$ cat src/rtl/boot_rom_pkg.sv
// Purpose: shared constants and types for the boot ROM byte-bus port
// Assumes: 200 MHz sys_clk, 16-bit ROM address split into two bytes
// Notes:   ROM access time is a plain default, adjust for the part fitted
`default_nettype none

package boot_rom_pkg;

  ////////////////////////////////////////////////////////////////////////
  // timing
  localparam int CLK_PERIOD_NS  = 5;
  localparam int ROM_ACCESS_NS  = 60;
  // least time, rounded up to whole cycles
  localparam int ROM_ACCESS_CYC =
    (ROM_ACCESS_NS + CLK_PERIOD_NS - 1) / CLK_PERIOD_NS;

  ////////////////////////////////////////////////////////////////////////
  // widths and field positions
  localparam int ROM_ADDR_W  = 16;
  localparam int BYTE_W      = 8;
  localparam int HI_BYTE_LSB = 8;
  localparam int LO_BYTE_LSB = 0;

  ////////////////////////////////////////////////////////////////////////
  // reset values
  localparam logic [7:0]  BUS_RESET  = 8'h00;
  localparam logic [7:0]  LED_RESET  = 8'h00;
  localparam logic [15:0] ADDR_RESET = 16'h0000;

  // read sequencer states
  typedef enum logic [4:0] {
    ST_IDLE = 5'h01,
    ST_HI   = 5'h02,
    ST_LO   = 5'h04,
    ST_READ = 5'h08,
    ST_TURN = 5'h10
  } rd_state_t;

endpackage

`default_nettype wire

$ cat src/rtl/boot_rom_mux_byte_bus.sv
// Purpose: boot ROM reader over a multiplexed address/data byte bus
// Assumes: external latches on the two strobes, ROM drives on enable
// Notes:   the byte bus shows the LED pattern while no read is running
`default_nettype none

////////////////////////////////////////////////////////////////////////////
module boot_rom_mux_byte_bus
  import boot_rom_pkg::*;
#(
  parameter int ACCESS_CYC = ROM_ACCESS_CYC
) (
  input  wire logic                  sys_clk,
  input  wire logic                  resetn,
  input  wire logic                  clk_en,
  // read request side
  input  wire logic                  rd_req,
  input  wire logic [ROM_ADDR_W-1:0] rd_addr,
  output logic                       rd_ready,
  output logic [BYTE_W-1:0]          rd_data,
  output logic                       rd_valid,
  // status indicators
  input  wire logic                  led_en,
  input  wire logic [BYTE_W-1:0]     led_value,
  // byte bus pins
  input  wire logic [BYTE_W-1:0]     rom_addr_data_bus_in,
  output logic [BYTE_W-1:0]          rom_addr_data_bus_out,
  output logic                       rom_addr_data_bus_oe,
  output logic                       high_addr_latch_strobe_n,
  output logic                       low_addr_latch_strobe_n,
  output logic                       rom_output_enable_n
);

  localparam int CNT_W = $clog2(ACCESS_CYC + 1);

  ////////////////////////////////////////////////////////////////////////
  // state

  typedef struct packed {
    rd_state_t               state;
    logic [ROM_ADDR_W-1:0]   addr;
    logic [BYTE_W-1:0]       data;
    logic                    valid;
    logic [BYTE_W-1:0]       led;
    logic                    led_on;
    logic [BYTE_W-1:0]       bus_out;
    logic                    bus_oe;
    logic                    hi_n;
    logic                    lo_n;
    logic                    oe_n;
  } core_t;

  localparam core_t CORE_RESET = '{
    state:   ST_IDLE,
    addr:    ADDR_RESET,
    data:    BUS_RESET,
    valid:   1'b0,
    led:     LED_RESET,
    led_on:  1'b0,
    bus_out: BUS_RESET,
    bus_oe:  1'b0,
    hi_n:    1'b1,
    lo_n:    1'b1,
    oe_n:    1'b1
  };

  core_t r_reg;
  core_t r_next;
  logic  timer_start;
  logic  timer_done;

  // picks the byte the bus shows in a given state
  function automatic logic [BYTE_W-1:0] bus_byte(
    input rd_state_t             st,
    input logic [ROM_ADDR_W-1:0] a,
    input logic [BYTE_W-1:0]     led
  );
    logic [BYTE_W-1:0] b;
    b = BUS_RESET;
    unique case (st)
      ST_HI:   b = a[HI_BYTE_LSB +: BYTE_W];
      ST_LO:   b = a[LO_BYTE_LSB +: BYTE_W];
      ST_IDLE: b = led;
      default: b = BUS_RESET;
    endcase
    return b;
  endfunction

  ////////////////////////////////////////////////////////////////////////
  // enable hold timer

  rom_wait_timer #(
    .CNT_W (CNT_W)
  ) u_wait (
    .sys_clk (sys_clk),
    .resetn  (resetn),
    .clk_en  (clk_en),
    .start   (timer_start),
    .cycles  (CNT_W'(ACCESS_CYC)),
    .done    (timer_done)
  );

  ////////////////////////////////////////////////////////////////////////
  // sequencer

  always_comb begin
    r_next      = r_reg;
    timer_start = 1'b0;
    r_next.valid  = 1'b0;
    r_next.led_on = led_en;
    r_next.led    = led_value;
    unique case (r_reg.state)
      ST_IDLE: begin
        if (rd_req) begin
          r_next.addr  = rd_addr;
          r_next.state = ST_HI;
        end
      end
      ST_HI: begin
        r_next.state = ST_LO;
      end
      ST_LO: begin
        r_next.state = ST_READ;
        timer_start  = 1'b1;
      end
      ST_READ: begin
        if (timer_done) begin
          r_next.data  = rom_addr_data_bus_in;
          r_next.valid = 1'b1;
          r_next.state = ST_TURN;
        end
      end
      ST_TURN: begin
        // one idle cycle so the ROM lets go before we drive again
        r_next.state = ST_IDLE;
      end
      default: begin
        r_next.state = ST_IDLE;
      end
    endcase
    // pin values follow the coming state, so all pins leave flip-flops
    r_next.hi_n    = (r_next.state != ST_HI);
    r_next.lo_n    = (r_next.state != ST_LO);
    r_next.oe_n    = (r_next.state != ST_READ);
    r_next.bus_oe  = (r_next.state == ST_HI) ||
                     (r_next.state == ST_LO) ||
                     ((r_next.state == ST_IDLE) && r_next.led_on);
    r_next.bus_out = bus_byte(r_next.state, r_next.addr, r_next.led);
  end

  always_ff @(posedge sys_clk) begin
    if (!resetn) begin
      r_reg <= CORE_RESET;
    end else if (clk_en) begin
      r_reg <= r_next;
    end
  end

  ////////////////////////////////////////////////////////////////////////
  // outputs

  assign rd_ready                 = (r_reg.state == ST_IDLE);
  assign rd_data                  = r_reg.data;
  assign rd_valid                 = r_reg.valid;
  assign rom_addr_data_bus_out    = r_reg.bus_out;
  assign rom_addr_data_bus_oe     = r_reg.bus_oe;
  assign high_addr_latch_strobe_n = r_reg.hi_n;
  assign low_addr_latch_strobe_n  = r_reg.lo_n;
  assign rom_output_enable_n      = r_reg.oe_n;

  ////////////////////////////////////////////////////////////////////////
  // checks

  localparam int ACC = ACCESS_CYC;
endmodule

`default_nettype wire

$ cat src/rtl/rom_wait_timer.sv
// Purpose: counts the cycles the ROM output enable is held
// Assumes: start is a one-cycle pulse, cycles is at least 1
// Notes:   done is high in the last counted cycle
`default_nettype none

module rom_wait_timer
  import boot_rom_pkg::*;
#(
  parameter int CNT_W = 8
) (
  input  wire logic             sys_clk,
  input  wire logic             resetn,
  input  wire logic             clk_en,
  input  wire logic             start,
  input  wire logic [CNT_W-1:0] cycles,
  output logic                  done
);

  typedef struct packed {
    logic             active;
    logic [CNT_W-1:0] count;
  } wait_state_t;

  wait_state_t r_reg;
  wait_state_t r_next;

  always_comb begin
    r_next = r_reg;
    if (start) begin
      r_next.active = 1'b1;
      r_next.count  = cycles - CNT_W'(1);
    end else if (r_reg.active) begin
      if (r_reg.count == '0) begin
        r_next.active = 1'b0;
      end else begin
        r_next.count = r_reg.count - CNT_W'(1);
      end
    end
  end

  always_ff @(posedge sys_clk) begin
    if (!resetn) begin
      r_reg <= '0;
    end else if (clk_en) begin
      r_reg <= r_next;
    end
  end

  assign done = r_reg.active && (r_reg.count == '0);

endmodule

`default_nettype wire

$ cat config.mk
export PLATFORM = sky130hd
export DESIGN_NAME = boot_rom_mux_byte_bus
export DESIGN_NICKNAME = d
export VERILOG_FILES = /design/src/rtl/boot_rom_pkg.sv /design/src/rtl/boot_rom_mux_byte_bus.sv /design/src/rtl/rom_wait_timer.sv
export SDC_FILE = /design/constraint.sdc
export NUM_CORES = 1
export LEC_CHECK = 0
export BUFFER_PORTS_ARGS = -buffer_cell sky130_fd_sc_hd__buf_2
export CORE_MARGIN = 5
export CORE_UTILIZATION = 50
export CTS_BUF_LIST = sky130_fd_sc_hd__clkbuf_16
export CTS_CLUSTER_SIZE = 30
export DETAILED_ROUTE_END_ITERATION = 12
export PLACE_DENSITY = 0.77
export SYNTH_ARGS = -nofsm -noshare
export SYNTH_HDL_FRONTEND = slang
export SYNTH_SLANG_ARGS = --single-unit
$ cat constraint.sdc
create_clock -name sys_clk -period 1.8 [get_ports sys_clk]
set_input_delay 0.18 -clock sys_clk [delete_from_list [all_inputs] [get_ports sys_clk]]
set_output_delay 0.18 -clock sys_clk [all_outputs]
set_load 0.03 [all_outputs]
## Word-level counts from Yosys, hierarchy flattened

Index checks and enable logic that the tools add are counted.

- Input port bits: 37
- Output and inout port bits: 22
- Memory bits (writable): 0
- Register bits after elaboration: 47
- Memory bits (read-only): 0
- Word-level logic and storage cells: 43
- Memories: 0
- Bits in latches: 0

- Eq/ne operators: 11
- Bitwise gates (word level): 0
- Muxes and demuxes: 12
- $mul: 0
- Div/mod/pow operators: 0
- Add/subtract/negate cells: 1
- Shift operators: 0
- Reductions and logical operators: 8
- $lt $le $gt $ge: 0

Operator list:

| cell | number |
|---|---|
| one-hot mux 8 bit (3 select lines) | 1 |
| two-way mux 21 bit | 1 |
| one-hot mux 5 bit (4 select lines) | 1 |
| two-way mux 16 bit | 1 |
| two-way mux 5 bit | 3 |
| == test 5 x 1 -> 1 bit, second input constant | 2 |
| == test 5 x 2 -> 1 bit, second input constant | 2 |
| == test 5 x 3 -> 1 bit, second input constant | 2 |
| AND reduction 3 bit | 2 |
| == test 5 x 4 -> 1 bit, second input constant | 1 |
| != test 5 x 2 -> 1 bit, second input constant | 1 |
| != test 5 x 3 -> 1 bit, second input constant | 1 |
| != test 5 x 4 -> 1 bit, second input constant | 1 |
| zero test 4 bit | 1 |
| two-way mux 1 bit | 4 |
| two-way mux 4 bit | 1 |
| subtractor 4 x 1 -> 4 bit, second input constant | 1 |
| logical AND 1 bit | 2 |
| logical OR 1 bit | 2 |
| != test 2 bit, second input constant | 1 |
| nonzero test 2 bit | 1 |

## Depth between registers and ports, before layout

- Word-level depth: 7
- Depth in mapped cells: 7
- Depth with buffers taken out: 6

## Modules after synthesis

Synthesis repeated with hierarchy kept, for this count alone.

- Cells, all modules: 270
- Area total of the unflattened synthesis: 2148.3 µm²

Modules (own cells, without submodules):

| module | area each (µm²) | seq. area each (µm²) | cells an instance | times used |
|---|---|---|---|---|
| boot_rom_mux_byte_bus | 1779.2 | 680.7 | 222 | 1 |
| rom_wait_timer | 369.1 | 100.1 | 48 | 1 |

## Worst setup path after synthesis

No wires, ideal clock.

- Path type: register -> register
- From: register r_reg[46] in the netlist's numbering
- To: register r_reg[46] in the netlist's numbering
- Data arrival time: 1386 ps
- Library setup time: 120 ps
- Period minus slack after synthesis: 1506 ps
- Buffers on the path: 2
- Slack: 294 ps
- Data required time: 1680 ps
- Cell stages (with the launch flop): 7
- Cells stage by stage: dfxtp_1 > buf_2 > or3_1 > buf_6 > o2bb2ai_4 > nor3_1 > a211o_1

- Word-level cells in the longest chain between the ends: 2
- Elaborated cells on any way between the ends: 7
- Those cells by class: eq/ne (4); mux (3)

Ends and longest elaborated chain:

| item | RTL line | text |
|---|---|---|
| start: declaration | boot_rom_mux_byte_bus.sv:66 | `core_t r_reg;` |
| start signal: assignment | boot_rom_mux_byte_bus.sv:154 | `r_reg <= r_next;` |
| == test 5 x 4 -> 1 bit (tied with other cells) | boot_rom_mux_byte_bus.sv:111 | `unique case (r_reg.state)` |
| one-hot mux 5 bit (4 select lines) (*) | boot_rom_mux_byte_bus.sv:111 |  |

Mark *: on every way between the ends. The rest lies on a longest branch, timed or not.
A chain may end at the register's enable or synchronous reset.

## Final worst setup path

- From: register r_reg[49] in the netlist's numbering
- To: register r_reg, in the netlist rom_addr_data_bus_out[7]

- Word-level cells in the longest chain between the ends: 4
- Elaborated cells on any way between the ends: 12
- Those cells by class: eq/ne (7); mux (5)

Ends and longest elaborated chain:

| item | RTL line | text |
|---|---|---|
| == test 5 x 4 -> 1 bit (tied with other cells) | boot_rom_mux_byte_bus.sv:111 |  |
| one-hot mux 5 bit (4 select lines) | boot_rom_mux_byte_bus.sv:111 |  |
| == test 5 x 1 -> 1 bit (tied with other cells) | boot_rom_mux_byte_bus.sv:79 | `unique case (st)` |
| one-hot mux 8 bit (3 select lines) (*) | boot_rom_mux_byte_bus.sv:79 |  |

Marks and branches as above.

==> impl_results.md <==
- Outcome: completed
- CTS max path bufs: 2
- Setup WS post-layout: approximately 0.1 ns
- Crit path buf inv count: 0
- Fin nets: 320
- CTS tree: done
- Total track usage: 0.1952
- DR iter-0 viols: 121
- DRT Wirelength: 4893 um
- Most frequent cells in the layout: buf_2, dfxtp_1, nand2_1
- Top FF cell, synth: dfxtp_1
- Clk pwr share: 0.484
- Design Power: 2.347 mW
- Htree depth: 2
- Seq/Total Area, Yosys: 0.3810
- Leak: roughly 1.2 nW
- Clock sinks: 39
- Crit path time final: between 1.5 and 2 ns
- Int Power: around 1.8 mW
- Die area: roughly 5500 um^2
- Post-synth top area share: 0.3810
- RSZ-0062 raised after global routing: no
- Via-to-Cell Ratio: 5.556
- DIE WIDTH: 74.02 um
- Worst Path Required: 1.97 ns
- Pwr dens: 934.1 nW/um^2
- Yosys cell types: 42
- First-pass GRT wire length: about 8000 um
- IO Count: 59
- Reg power frac: 0.388
- Port bufs: 58
- Number of synthesized register bits: 39
- Post-Synthesis Cells: around 240
- Detail Placement HPWL: around 3500 um
- CP peak stage delay: between 0.5 and 0.6 ns
- Synth warn: 0
- CP Max Fanout: 9
- Crit path cell chain: or3_1 > o2bb2ai_4 > o311ai_1 > o211a_1
- CORE AREA: 4000 um^2
- Setup crit end kind: register
- Clock Latency Late Sink: ~0.28 ns
- Setup Buffers After CTS: 0
- Setup TNS: 0 ns
- Placer congestion estimate: slightly below 0.9
- Maximum clock rate: 587.8 MHz
- Hold Path Class: in2reg
- Worst setup path class: reg2reg
- Final worst path period share: 0.9451
- Worst slew pin tran: roughly 0.46 ns
- Synth area leaders: dfxtp_1, buf_4, o211a_1, nand2_1, mux2i_1
- Post-Syn Nets: around 270
- Avg Cell Area, Syn: a little under 9 um^2
- Critical path startpoint category: register
- WL per Instance: 14.69 um
- Max Slew Vio Count: 0
- Final hold vios: 0
- Number of global-route vias before repair: between 1500 and 2000
- CTS root buf: clkbuf_16
- Final-layout fill cell count: 355
- Grt ovf: 0
- Net Sw Power: around 0.53 mW
- Reported max-cap violation count: 0
- Largest net degree at the start of global routing: 15
- Most common cell after layout, fill and taps aside: buf_2
- Worst rel slew slack: 0.6907
- Total CTS buffers: 5
- Most area-hungry cell type in the Yosys netlist: dfxtp_1
- Cell Area, Synth: around 2000 um^2
- Final setup vio count: 0
- Area grow syn2layout: 22.59%
- Die Y: ~74 um
- Slowest cell on the critical path: or3_1
- Post-place setup slack: 0.1252 ns
- Site row count: 23
- Ant. Diodes: 0
- Maximum VDD drop: between 0.9 and 1 mV
- Logic pwr share: 0.128
- Antenna viol nets, final: 0
- Setup Skew: approximately 0.0047 ns
- Layout cells sized above 1: 0.3322
- Asr flop ratio synth: 0
- Total number of vias: roughly 1900
- Initial Utilization: 0.5124
- Initial antenna violation count: 0
- Critical path's top delay family: compound AO/OA/AOI/OAI gates
- Clk pin slew, worst setup/hold paths: about 0.060 ns
- Sw frac: 0.2277
- Hold WS: 0.1265 ns
- Drt drc: 0
- DR pass1 iterations: 4
- Post-synth EDFFs: 0
- CP arrival: roughly 1.9 ns
- Max FFs per register: 13
[worst paths after layout]
kind	start	endpoint	slack, ns	cells after the start
hold reg to reg	r_reg[37]	r_reg[37]	0.45	2
setup / recovery	r_reg[49]	rom_addr_data_bus_out[7]	0.1	4
hold / removal	rom_addr_data_bus_in[7]	rd_data[7]	0.13	3
setup reg to reg	r_reg[49]	rom_addr_data_bus_out[7]	0.1	4
[cell families (layout without fill, tap and decap cells)]
family                     after synthesis  count (layout)  share of synthesized area
DFF                                     39              39                     0.3810
and+or+nand+nor                         80              80                     0.2063
muxes                                    8               8                    0.03907
AOI/OAI and AO/OA                       60              60                     0.2375
buffers and inverters                   48              95                     0.1300
adders and majority gates                1               1                   0.006104
[worst min-delay path, cell delays in order]
cell and delay [ns]:
buf_2 0.08, mux2i_1 0.05, nor2_1 0.07
[per-layer routing]
layer | part of all wire | track usage
met1 | 0.44 | 0.2641
met2 | 0.47 | 0.2972
met3 | 0.081 | 0.05946
met4 | 0.0090 | 0.06439
met5 | 0 | 0
[cell usage after synthesis, drive strengths merged, types with 2 or more instances]
| cell type | number |
|---|---|
| dfxtp | 39 |
| buf | 25 |
| nand2 | 25 |
| nor2 | 14 |
| a21oi | 13 |
| inv | 13 |
| a31oi | 11 |
| clkbuf | 10 |
| nand4 | 10 |
| nor2b | 9 |
| o211a | 9 |
| mux2i | 8 |
| o311ai | 8 |
| o21ai | 6 |
| nor3 | 5 |
| a211oi | 3 |
| nor3b | 3 |
| o22ai | 3 |
| and2 | 2 |
| nand2b | 2 |
| nand3 | 2 |
| nand3b | 2 |
| or3 | 2 |
[what timing repair did]
action / in CTS / in global routing
hold buffers: 0 / 0
resized for setup: 0 / 4
setup endpoints to repair: 0 / 18
[metrics by stage]
stage	utilization	instance area, um^2	std cells
2_1_floorplan	-	2049	236
3_3_place_gp	0.5762	2305	325
3_5_place_dp	0.5762	2305	325
4_1_cts	0.6243	2497	333
5_1_grt	0.6281	2512	333
6_report	0.6281	2512	333
[power by group through the flow]
stage	Clock, mW	Combinational, mW	Sequential [mW]
floorplan	0	0.207	0.933
global placement	0	0.295	0.928
detailed placement	0	0.297	0.929
CTS	1.15	0.300	0.911
global route	1.21	0.329	0.914
finish	1.13	0.301	0.911
[cell type report]
cell class	instances	area (um^2)	area share
clock buffer	5	125.1	0.04980
timing repair buffer	74	410.4	0.1633
multi-input combinational	149	1017	0.4049
sequential	39	780.7	0.3108
tap	50	62.56	0.02490
clock inverter	3	67.56	0.02689
inverter	13	48.80	0.01942
Note: power is estimated with default switching activity, not from simulation.
